--- config.mk ---
export PLATFORM = sky130hd
export DESIGN_NAME = flash_fault_protection
export DESIGN_NICKNAME = d
export VERILOG_FILES = /design/src/flash_fault_pkg.sv /design/src/flash_fault_protection.sv
export SDC_FILE = /design/constraint.sdc
export NUM_CORES = 1
export LEC_CHECK = 0
export ABC_CLOCK_PERIOD_IN_PS = 3100
export BUFFER_PORTS_ARGS = -buffer_cell sky130_fd_sc_hd__clkbuf_2
export CAP_MARGIN = 30
export CORE_ASPECT_RATIO = 1.1
export CORE_UTILIZATION = 35
export DETAILED_ROUTE_END_ITERATION = 10
export PLACE_DENSITY_LB_ADDON = 0.08
export SLEW_MARGIN = 20
export SYNTH_ARGS = -nofsm -noshare
export SYNTH_HDL_FRONTEND = slang
export SYNTH_SLANG_ARGS = --single-unit
--- constraint.sdc ---
create_clock -name clock_in -period 3.1 [get_ports clock_in]
set_clock_uncertainty 0.2 [all_clocks]
set_input_delay 0.155 -clock clock_in [delete_from_list [all_inputs] [get_ports clock_in]]
set_output_delay 0.155 -clock clock_in [all_outputs]
set_load 0.02 [all_outputs]
--- src/flash_fault_pkg.sv ---
// constants, types and register map for the flash fault supervisor
// Operation
// - output overvoltage shuts down, sets fault bit 7, holds off until cleared
// - missing output capacitor on an enabled event sets fault bit 7, holds off
// - overvoltage and missing capacitor share fault bit 7, no separate flag
// - pin mode: both enables high past 850 ms locks off until both enables and torch are low
// - level strobe active past 850 ms sets fault bit 4 and disables
// - overtemperature shuts down, sets fault bit 5, holds off until cleared
// - led output below short threshold through startup sets fault bit 6
// - inductor peak limit comes from output mode bits 7:6
// - peak current over limit shuts down, sets fault bit 1, holds off
// - in serial mode led count detection runs only with output mode bit 3
// - event start with detection forces the fixed detection current while sampling
// - forward voltage above threshold during detection sets fault register bit 3
// - undervoltage lockout shuts down and returns every register to default
// - in serial mode, reading the fault register clears fault flags and re-enables the device
// - input control bit 2 selects strobe polarity, set means high or rising
`default_nettype none
package flash_fault_pkg;
    // ------------------------------------------------------------
    // timing
    // ------------------------------------------------------------
    localparam int CLK_MHZ       = 200;
    localparam int CLK_PERIOD_NS = 5;
    localparam int TIMEOUT_MS    = 850;
    localparam int TIMEOUT_CYC   = TIMEOUT_MS * 1000 * CLK_MHZ;
    localparam int STARTUP_NS    = 1000;
    localparam int STARTUP_CYC   = (STARTUP_NS + CLK_PERIOD_NS - 1) / CLK_PERIOD_NS;
    localparam int TMR_W         = 28;
    localparam int STUP_W        = 8;
    // ------------------------------------------------------------
    // register map
    // ------------------------------------------------------------
    localparam logic [7:0] ADDR_OUT_MODE = 8'h04;
    localparam logic [7:0] ADDR_FAULT    = 8'h05;
    localparam logic [7:0] ADDR_IN_CTRL  = 8'h06;
    localparam int OM_ILIM_HI   = 7;
    localparam int OM_ILIM_LO   = 6;
    localparam int OM_LEVEL     = 5;
    localparam int OM_TORCH_OK  = 4;
    localparam int OM_DETECT    = 3;
    localparam int OM_STROBE_EN = 2;
    localparam int OM_MODE_HI   = 1;
    localparam int OM_MODE_LO   = 0;
    localparam int FI_OVP       = 7;
    localparam int FI_SHORT     = 6;
    localparam int FI_TEMP      = 5;
    localparam int FI_TIMEOUT   = 4;
    localparam int FI_TWO_LED   = 3;
    localparam int FI_ILIM      = 1;
    localparam int IC_POL       = 2;
    localparam logic [7:0] OUT_MODE_RST   = 8'hb4;
    localparam logic [7:0] FAULT_RST      = 8'h08;
    localparam logic [7:0] IN_CTRL_RST    = 8'h06;
    localparam logic [7:0] FAULT_CLR_MASK = 8'hf2;
    localparam logic [7:0] IN_CTRL_MASK   = 8'h06;
    localparam logic [1:0] MODE_STANDBY   = 2'h0;
    // ------------------------------------------------------------
    // carriers
    // ------------------------------------------------------------
    typedef struct packed {
        logic ovp;           // output above overvoltage threshold
        logic cout_missing;  // no output capacitor detected
        logic over_temp;     // junction above thermal limit
        logic led_short;     // led output below short threshold
        logic ilim_trip;     // inductor peak above limit
        logic vf_high;       // forward voltage above two-led threshold
    } sense_s;
    typedef struct packed {
        logic flash_enable_a;
        logic flash_enable_b;
        logic torch;
        logic strobe;
    } pins_s;
    typedef struct packed {
        logic [7:0] addr;
        logic       wr;
        logic       rd;
        logic [7:0] wdata;
    } reg_req_s;
    typedef enum logic [1:0] {
        PH_IDLE  = 2'b00,
        PH_START = 2'b01,
        PH_RUN   = 2'b10
    } phase_e;
endpackage
`default_nettype wire

--- src/flash_fault_protection.sv ---
// fault supervision, flash timeout and led count detection for the flash driver
`timescale 1ns/10ps
`default_nettype none
module flash_fault_protection #(
    parameter int TIMEOUT_CYCLES = flash_fault_pkg::TIMEOUT_CYC  // flash duration limit in clocks
) (
    input  wire logic                      clock_in,          // 200 MHz core clock
    input  wire logic                      sys_rst_in,        // power-on reset, sync, high
    input  wire logic                      clk_en_in,         // freezes all state when low
    input  wire logic                      input_undervoltage_lockout_in, // battery low, high
    input  wire logic                      serial_mode_in,    // high: serial register mode
    input  wire flash_fault_pkg::pins_s    pins_in,           // enable, torch and strobe pins
    input  wire flash_fault_pkg::sense_s   sense_in,          // analog comparator results
    input  wire flash_fault_pkg::reg_req_s reg_req_in,        // register access from serial slave
    output logic [7:0]                     reg_rdata_out,     // read data, held until next read
    output logic                           driver_enable_out, // boost and led source enable
    output logic                           detect_drive_out,  // force detection current
    output logic [1:0]                     ilim_sel_out,      // inductor peak limit code
    output logic [7:0]                     fault_flags_out    // live fault register
);
    import flash_fault_pkg::*;

    // ------------------------------------------------------------
    // decode helper
    // ------------------------------------------------------------
    function automatic logic hit(input logic [7:0] addr, input logic [7:0] target);
        hit = (addr == target);
    endfunction

    // ------------------------------------------------------------
    // state
    // ------------------------------------------------------------
    logic [7:0]        out_mode_reg, out_mode_next;
    logic [7:0]        fault_reg, fault_next;
    logic [7:0]        in_ctrl_reg, in_ctrl_next;
    logic [7:0]        rdata_reg, rdata_next;
    logic              pin_lock_reg, pin_lock_next;
    logic              drv_en_reg, drv_en_next;
    logic              det_drv_reg, det_drv_next;
    logic              edge_latch_reg, edge_latch_next;
    logic              strobe_q_reg, strobe_q_next;
    logic              short_all_reg, short_all_next;
    logic              vf_seen_reg, vf_seen_next;
    logic [TMR_W-1:0]  tmr_reg, tmr_next;
    logic [STUP_W-1:0] stup_reg, stup_next;
    phase_e            phase_reg, phase_next;

    logic       rst;
    logic       strobe_act;
    logic       strobe_rise;
    logic       request;
    logic       timed_req;
    logic       timeout_hit;
    logic       disabled;
    logic       detect_on;
    logic       all_low;
    logic [7:0] set_bits;
    logic [7:0] clr_bits;

    // lockout wipes registers exactly like power-on reset
    assign rst = sys_rst_in | input_undervoltage_lockout_in;

    // ------------------------------------------------------------
    // request decode
    // ------------------------------------------------------------
    always_comb begin
        // polarity bit picks the active strobe level and edge
        strobe_act  = in_ctrl_reg[IC_POL] ? pins_in.strobe : ~pins_in.strobe;
        strobe_rise = strobe_act & ~strobe_q_reg;
        all_low     = ~pins_in.flash_enable_a & ~pins_in.flash_enable_b & ~pins_in.torch;
        if (serial_mode_in) begin
            request = (out_mode_reg[OM_MODE_HI:OM_MODE_LO] != MODE_STANDBY)
                    | (out_mode_reg[OM_TORCH_OK] & pins_in.torch)
                    | (out_mode_reg[OM_STROBE_EN] &
                       (out_mode_reg[OM_LEVEL] ? strobe_act : edge_latch_reg));
            timed_req = out_mode_reg[OM_STROBE_EN] & out_mode_reg[OM_LEVEL] & strobe_act;
            detect_on = out_mode_reg[OM_DETECT];
        end else begin
            request   = pins_in.flash_enable_a | pins_in.flash_enable_b | pins_in.torch;
            timed_req = pins_in.flash_enable_a & pins_in.flash_enable_b;
            detect_on = 1'b1;
        end
        timeout_hit = (tmr_reg == TMR_W'(TIMEOUT_CYCLES - 1));
        disabled    = (|(fault_reg & FAULT_CLR_MASK)) | pin_lock_reg;
    end

    // ------------------------------------------------------------
    // next state: registers, faults, timer, startup phase
    // ------------------------------------------------------------
    always_comb begin
        out_mode_next   = out_mode_reg;
        in_ctrl_next    = in_ctrl_reg;
        rdata_next      = rdata_reg;
        pin_lock_next   = pin_lock_reg;
        edge_latch_next = edge_latch_reg;
        strobe_q_next   = strobe_act;
        short_all_next  = short_all_reg;
        vf_seen_next    = vf_seen_reg;
        stup_next       = stup_reg;
        phase_next      = phase_reg;
        set_bits        = 8'h00;
        clr_bits        = 8'h00;

        // timer clears whenever the timed request drops
        if (!timed_req) begin
            tmr_next = '0;
        end else if (timeout_hit) begin
            tmr_next = tmr_reg;
        end else begin
            tmr_next = tmr_reg + TMR_W'(1);
        end

        // edge mode strobe starts a flash that stays until a fault or until edge mode is left
        if (strobe_rise && out_mode_reg[OM_STROBE_EN] && !out_mode_reg[OM_LEVEL]) begin
            edge_latch_next = 1'b1;
        end

        // comparators only latch while the driver is running, except heat and overvoltage
        if (sense_in.ovp) set_bits[FI_OVP] = 1'b1;
        if (drv_en_reg && sense_in.cout_missing) set_bits[FI_OVP] = 1'b1;
        if (sense_in.over_temp) set_bits[FI_TEMP] = 1'b1;
        if (drv_en_reg && sense_in.ilim_trip) set_bits[FI_ILIM] = 1'b1;
        if (timed_req && timeout_hit) begin
            if (serial_mode_in) begin
                set_bits[FI_TIMEOUT] = 1'b1;
            end else begin
                pin_lock_next = 1'b1;
            end
        end

        // startup window: detection current plus short and forward voltage sampling
        case (phase_reg)
            PH_IDLE: begin
                if (request && !disabled) begin
                    phase_next     = PH_START;
                    stup_next      = '0;
                    short_all_next = 1'b1;
                    vf_seen_next   = 1'b0;
                end
            end
            PH_START: begin
                short_all_next = short_all_reg & sense_in.led_short;
                vf_seen_next   = vf_seen_reg | sense_in.vf_high;
                if (!request || disabled) begin
                    phase_next = PH_IDLE;
                end else if (stup_reg == STUP_W'(STARTUP_CYC - 1)) begin
                    phase_next = PH_RUN;
                    if (short_all_reg && sense_in.led_short) set_bits[FI_SHORT] = 1'b1;
                end else begin
                    stup_next = stup_reg + STUP_W'(1);
                end
            end
            PH_RUN: begin
                if (!request || disabled) phase_next = PH_IDLE;
            end
            default: phase_next = PH_IDLE;
        endcase

        // register port; in serial mode reading the fault register clears its flags
        if (reg_req_in.wr) begin
            if (hit(reg_req_in.addr, ADDR_OUT_MODE)) out_mode_next = reg_req_in.wdata;
            if (hit(reg_req_in.addr, ADDR_IN_CTRL)) in_ctrl_next = reg_req_in.wdata & IN_CTRL_MASK;
        end
        if (reg_req_in.rd) begin
            if (hit(reg_req_in.addr, ADDR_OUT_MODE)) rdata_next = out_mode_reg;
            else if (hit(reg_req_in.addr, ADDR_FAULT)) rdata_next = fault_reg;
            else if (hit(reg_req_in.addr, ADDR_IN_CTRL)) rdata_next = in_ctrl_reg;
            else rdata_next = 8'h00;
            if (serial_mode_in && hit(reg_req_in.addr, ADDR_FAULT)) clr_bits = FAULT_CLR_MASK;
        end
        // pin mode reads do not clear flags, so both enables and torch low is the clear
        if (!serial_mode_in && all_low) begin
            clr_bits      = FAULT_CLR_MASK;
            pin_lock_next = 1'b0;
        end

        // set wins over clear so no fault is lost in a clearing read
        fault_next = (fault_reg & ~clr_bits) | set_bits;
        if (reg_req_in.wr && hit(reg_req_in.addr, ADDR_FAULT)) begin
            fault_next[FI_TWO_LED] = reg_req_in.wdata[FI_TWO_LED];
        end
        if (phase_reg == PH_START && stup_reg == STUP_W'(STARTUP_CYC - 1) && detect_on) begin
            fault_next[FI_TWO_LED] = vf_seen_reg | sense_in.vf_high;
        end
        // a latched edge must not outlive edge mode, or re-enabling strobe would fire a stale flash
        if (disabled || !out_mode_reg[OM_STROBE_EN] || out_mode_reg[OM_LEVEL]) edge_latch_next = 1'b0;

        // outputs: any latched fault or pin lock keeps the driver off
        drv_en_next  = request & ~disabled & ~(|set_bits) & ~pin_lock_next;
        det_drv_next = drv_en_next & detect_on & (phase_next == PH_START);
    end

    // ------------------------------------------------------------
    // registers
    // ------------------------------------------------------------
    always_ff @(posedge clock_in) begin
        if (rst) begin
            out_mode_reg   <= OUT_MODE_RST;
            fault_reg      <= FAULT_RST;
            in_ctrl_reg    <= IN_CTRL_RST;
            rdata_reg      <= 8'h00;
            pin_lock_reg   <= 1'b0;
            drv_en_reg     <= 1'b0;
            det_drv_reg    <= 1'b0;
            edge_latch_reg <= 1'b0;
            strobe_q_reg   <= 1'b0;
            short_all_reg  <= 1'b0;
            vf_seen_reg    <= 1'b0;
            tmr_reg        <= '0;
            stup_reg       <= '0;
            phase_reg      <= PH_IDLE;
        end else if (clk_en_in) begin
            out_mode_reg   <= out_mode_next;
            fault_reg      <= fault_next;
            in_ctrl_reg    <= in_ctrl_next;
            rdata_reg      <= rdata_next;
            pin_lock_reg   <= pin_lock_next;
            drv_en_reg     <= drv_en_next;
            det_drv_reg    <= det_drv_next;
            edge_latch_reg <= edge_latch_next;
            strobe_q_reg   <= strobe_q_next;
            short_all_reg  <= short_all_next;
            vf_seen_reg    <= vf_seen_next;
            tmr_reg        <= tmr_next;
            stup_reg       <= stup_next;
            phase_reg      <= phase_next;
        end
    end

    // limit code goes straight from the mode register flops
    assign ilim_sel_out      = out_mode_reg[OM_ILIM_HI:OM_ILIM_LO];
    assign reg_rdata_out     = rdata_reg;
    assign driver_enable_out = drv_en_reg;
    assign detect_drive_out  = det_drv_reg;
    assign fault_flags_out   = fault_reg;

    // ------------------------------------------------------------
    // checks
    // ------------------------------------------------------------
    a_ovp_flag_set: assert property (@(posedge clock_in) disable iff (rst)
        clk_en_in && sense_in.ovp |=> fault_reg[FI_OVP] && !drv_en_reg)
        else $error("overvoltage did not latch bit 7");
    a_cout_shared_bit: assert property (@(posedge clock_in) disable iff (rst)
        clk_en_in && drv_en_reg && sense_in.cout_missing |=> fault_reg[FI_OVP])
        else $error("missing capacitor did not latch bit 7");
    a_pin_timeout_lock: assert property (@(posedge clock_in) disable iff (rst)
        clk_en_in && !serial_mode_in && timed_req && timeout_hit && !all_low |=> pin_lock_reg ##0 !drv_en_reg)
        else $error("pin timeout did not lock");
    a_strobe_timeout: assert property (@(posedge clock_in) disable iff (rst)
        clk_en_in && serial_mode_in && timed_req && timeout_hit |=> fault_reg[FI_TIMEOUT])
        else $error("strobe timeout not flagged");
    a_thermal_flag: assert property (@(posedge clock_in) disable iff (rst)
        clk_en_in && sense_in.over_temp |=> fault_reg[FI_TEMP] && !drv_en_reg)
        else $error("overtemperature not flagged");
    a_ilim_code_follow: assert property (@(posedge clock_in) disable iff (rst)
        clk_en_in && reg_req_in.wr && reg_req_in.addr == ADDR_OUT_MODE |=> ilim_sel_out == $past(reg_req_in.wdata[7:6]))
        else $error("peak limit code not taken from write");
    a_ilim_fault_flag: assert property (@(posedge clock_in) disable iff (rst)
        clk_en_in && drv_en_reg && sense_in.ilim_trip |=> fault_reg[FI_ILIM])
        else $error("current limit not flagged");
    a_read_clears_flags: assert property (@(posedge clock_in) disable iff (rst)
        clk_en_in && serial_mode_in && reg_req_in.rd && reg_req_in.addr == ADDR_FAULT && set_bits == 8'h00
        |=> (fault_reg & FAULT_CLR_MASK) == 8'h00 && rdata_reg == $past(fault_reg))
        else $error("fault read did not clear flags");
    a_timer_restart: assert property (@(posedge clock_in) disable iff (rst)
        clk_en_in && !timed_req |=> tmr_reg == '0)
        else $error("timeout counter did not clear");
    a_detect_drive_gate: assert property (@(posedge clock_in) disable iff (rst)
        det_drv_reg |-> drv_en_reg && $past(detect_on) && phase_reg == PH_START)
        else $error("detection current outside startup");
endmodule
`default_nettype wire

### Yosys cells after proc, flatten, opt, wreduce, memory -nomap -nowiden

Index checks and enable logic that the tools add are counted.

| operators by class | value |
|---|---|
| multiply operators | 0 |
| shift-type cells | 0 |
| magnitude comparators | 0 |
| muxes and demuxes | 43 |
| reductions and logical operators | 33 |
| add/sub/neg operators | 2 |
| divide/modulo/power cells | 0 |
| bitwise operators | 32 |
| equal/unequal tests | 12 |

Operator list:

| kind | count |
|---|---|
| 8-bit 2-to-1 mux | 8 |
| 28-bit 2-to-1 mux | 2 |
| 28-bit by 1-bit adder with 28-bit output (second input constant) | 1 |
| 28-bit == test (second input constant) | 1 |
| 8-bit by 3-bit == test with 1-bit output (second input constant) | 3 |
| 1-bit 2-to-1 mux | 24 |
| 8-bit case mux with 2 select lines | 1 |
| 1-bit bitwise AND | 14 |
| 1-bit logical AND | 12 |
| 5-bit OR reduction | 2 |
| 3-bit AND reduction | 3 |
| 8-bit by 1-bit adder with 8-bit output (second input constant) | 1 |
| 8-bit bitwise AND | 1 |
| 8-bit == test (second input constant) | 1 |
| 2-bit 2-to-1 mux | 4 |
| 2-bit != test (second input constant) | 4 |
| 1-bit inverter | 8 |
| 8-bit inverter | 1 |
| 8-bit bitwise OR | 1 |
| 1-bit bitwise OR | 7 |
| 2-bit case mux with 3 select lines | 1 |
| 2-bit AND reduction | 3 |
| 2-bit nonzero test | 3 |
| 1-bit zero test | 5 |
| 7 further kinds | 11 |

| storage, ports and cells | value |
|---|---|
| RAM bits | 0 |
| flip-flop bits (word level) | 71 |
| ROM bits | 0 |
| memories | 0 |
| input port bits | 33 |
| latch bits | 0 |

### Depth between registers and ports, before layout

| logic depth | value |
|---|---|
| word-level depth | 16 |
| gate-level depth with buffers | 7 |

### Worst setup path before layout

No wires, ideal clock.

| timing | value |
|---|---|
| kind | reg2reg |
| start | register fault_reg[1] (netlist: fault_flags_out[1]) |
| end | register stup_reg[0] |
| setup time | 0.070 ns |
| slack | 0.509 ns |
| path buffers | 1 |
| data arrival time | 2.321 ns |
| stages on the path, launching flop included | 7 |
| cell sequence | dfxtp_1 > or4_1 > or4_1 > buf_2 > a2111o_1 > or3_1 > a21oi_1 |

| on the way | value |
|---|---|
| word-level cells in the longest chain between the ends | 6 |
| elaborated cells on any way between the ends | 8 |
| classes of those cells | 2 x eq/ne; 1 x bitwise; 5 x reduce/logical |

RTL lines:

| element | line | text |
|---|---|---|
| start, declared | flash_fault_protection.sv:34 | `logic [7:0] fault_reg, fault_next;` |
| start signal, assigned | flash_fault_protection.sv:214 | `fault_reg <= fault_next;` |
| 5-bit OR reduction (*) | flash_fault_protection.sv:84 | `disabled = (\|(fault_reg & FAULT_CLR_MASK)) \| pin_lock_reg;` |
| 1-bit bitwise OR (*) | flash_fault_protection.sv:84 |  |
| 1-bit zero test | flash_fault_protection.sv:134 | `if (request && !disabled) begin` |
| 1-bit logical AND | flash_fault_protection.sv:134 |  |
| 2-bit != test (no source line) | -- |  |
| 5-bit AND reduction (no source line) (*) | -- |  |
| end signal, assigned | flash_fault_protection.sv:225 | `stup_reg <= stup_next;` |
| end, declared | flash_fault_protection.sv:45 | `logic [STUP_W-1:0] stup_reg, stup_next;` |

Every way passes the cells marked *; elsewhere a longest branch is shown, timed or not.
A chain may end at the register's enable or synchronous reset.

### Worst setup path after layout

Same ends and word-level chain as after synthesis.

==> flow_summary.json <==
{
  "viasPerCell": 5.411,
  "drive_above_1_share_pct": 17.91,
  "largest_reg_flops": 28,
  "crit_arrival_ns": 2.78,
  "cp_max_fo": 8,
  "drc": 0,
  "n_antenna_cell": 0,
  "rsz0062_at_grt": "no",
  "clkSlewWorstSetupHoldPaths_ns": 0.08,
  "final_nets": 501,
  "coreArea_sq_um": 9305,
  "timing.slew.headroom_pct": 54.87,
  "fin_setup_tns_ns": 0,
  "crit_required_ns": 3.17,
  "synth.avg_cell_area_sq_um": 8.360,
  "place.gp.congestion": 0.8234,
  "wire_per_inst_microns": 15.67,
  "grt_use_total_pct": 19.55,
  "root_buffer": "clkbuf_8",
  "met3_usage_pct": 3.070,
  "cts_tree": "yes",
  "num_vias": 3171,
  "overflow": 0,
  "fin_crit_sh_pct": 87.27,
  "dpl.hpwl_mm": 6.618,
  "cts.sinks": 69,
  "drt_iter0_markers": 64,
  "die_h_microns": 104.4,
  "fmax_ghz": 0.3696,
  "pwr_density_cell_nw_per_um2": 432.7,
  "synth_area_sq_um": 3336,
  "ios": 53,
  "ant_nets": 0,
  "die_w_microns": 95.08,
  "finalSetupViolCount": 0,
  "layout_min_cycle_time_ns": 2.705,
  "ys.flop_type": "dfxtp_1",
  "async_flop_share_pct": 0,
  "use_met2_pct": 32.86,
  "ys_seq_area_share_pct": 41.41,
  "reg2reg_depth": 5,
  "maxCapViolCount": 0,
  "grt_max_degree": 25,
  "ir_drop_mv": 0.1835,
  "grt_first_pass_wirelength_mm": 14.88,
  "port_buffers": 50,
  "cts_max_level": 3,
  "tightest_slew_ns": 0.6708,
  "mostFrequentLayoutCells": "dfxtp_1, clkbuf_2, nor2_1",
  "p_leak_nw": 1.452,
  "status": "finished, final reports clean",
  "whs_path_depth": 4,
  "insertion_delay_ns": 0.34,
  "dieArea_sq_um": 9925,
  "gr-usage-met1_pct": 24.29,
  "worstHoldEndpoint": "out_mode_reg[7]",
  "yosys_register_bits": 69,
  "post_cts_buffers": 0,
  "top_usage_layer": "met2",
  "finalHoldViolCount": 0,
  "cp-start-kind": "flip-flop",
  "ys_types": 56,
  "place_ws_ns": 0.4166,
  "hold_class": "input pin to flip-flop",
  "crit_path_end_kind": "flip-flop",
  "clockBufferDepth": 2,
  "initial_core_util_pct": 35.85,
  "cts_made_buffers": 9,
  "drv_slew": 0,
  "timing.rr.end": "stup_reg[0]",
  "area_growth_pct": 21.27,
  "worstHoldStart": "sys_rst_in",
  "antenna_found_initial": 0,
  "layout_commonest_cell": "dfxtp_1",
  "grt_pass1_vias": 3063,
  "cts_resized": 0,
  "synth_edf_count": 0,
  "postSynthCellCount": 399,
  "drtPass1Iterations": 4,
  "layout_setup_ws_ns": 0.3946,
  "row_count": 37,
  "crit-reg2reg-launch": "fault_flags_out[1]",
  "ys_warn_count": 0,
  "critical_path_class": "flip-flop to flip-flop",
  "routed_wl_mm": 9.185,
  "rrSetupSlack_ns": 0.39,
  "hold_buffers": 15
}
per-stage QoR:
stage | instance area [sq um] | utilization (%) | std cells | hold WS, ns | total power, mW
floorplan | 3339 | - | 400 | 0.08011 | 0.9908
detailed placement | 3715 | 39.92 | 557 | 0.1797 | 1.045
CTS | 4045 | 43.47 | 586 | 0.02011 | 1.775
global route | 4045 | 43.47 | 586 | 0.03745 | 1.824
global placement | 3715 | 39.92 | 557 | 0.1716 | 1.045
finish | 4045 | 43.47 | 586 | 0.03306 | 1.750
area by class of cell:
| type | count | area [sq um] |
|---|---|---|
| fillers | 966 | 5260 |
| multi-input cells | 301 | 1828 |
| flip-flops and latches | 69 | 1381 |
| repair buffers | 74 | 467.9 |
| well taps | 117 | 146.4 |
| clock buffers | 12 | 145.1 |
| inverters | 11 | 41.29 |
| clock inverters | 2 | 35.03 |
how the worst max path moves through the flow:
stage	start	end	slack, ns	cells after the start
2_1_floorplan	fault_flags_out[1]	stup_reg[0]	0.51	6
3_3_place_gp	fault_flags_out[1]	stup_reg[1]	0.45	5
3_5_place_dp	fault_flags_out[1]	stup_reg[1]	0.42	5
4_1_cts	fault_flags_out[1]	stup_reg[1]	0.39	5
5_1_grt	fault_flags_out[1]	stup_reg[0]	0.26	5
6_report	fault_flags_out[1]	stup_reg[0]	0.39	5
layer usage:
metal	vias to the layer above	share of wire (%)
met5	-	0
met4	0	1.2
met3	12	3.6
met2	58	51
met1	1506	45
li1	1595	-
where the power goes:
| group | switching (mW) | internal [mW] |
|---|---|---|
| clock | 0.327 | 0.384 |
| sequential | 0.00540 | 0.892 |
| combinational | 0.0859 | 0.0559 |
| total | 0.418 | 1.33 |
worst max-delay path, stage by stage, from the launching register on:
cell and delay, ns:
dfxtp_1 0.34, or4_1 0.55, or4_1 0.58, a2111o_1 0.49, or3_1 0.32, a21oi_1 0.14
Yosys cell counts (3+ instances only):
library cell	instances	area share, %
nor4_1	8	1.5
nand3b_1	4	0.90
or4_1	7	1.6
and3_1	6	1.1
or3_1	7	1.3
a211oi_1	5	1.1
nor2_1	45	5.1
buf_4	4	0.90
a31o_2	4	1.1
mux2i_1	13	3.9
a31oi_1	5	0.94
nand2b_1	3	0.56
inv_1	11	1.2
nand3_1	20	3.0
o31ai_1	4	0.90
a221oi_1	6	1.6
a21oi_1	24	3.6
xor2_1	14	3.7
dfxtp_1	69	41
nand2_1	38	4.3
or2_2	3	0.56
nand4_1	15	2.8
nor3_1	8	1.2
xnor2_1	7	1.8
clkbuf_1	11	1.2
o21ai_0	19	2.9
kinds of logic after synthesis:
logic type               Yosys count  synth area share (%)
AND/OR/NAND/NOR                  179                 27.83
AO/OA/AOI/OAI                     83                 16.24
flip-flops                        69                 41.41
buffers and inverters             30                 3.901
XOR/XNOR                          21                 5.514
multiplexers                      14                 4.238
adder cells (fa/ha/maj)            2                0.7501
other                              1                0.1124
Note: power is estimated with default switching activity, not from simulation.
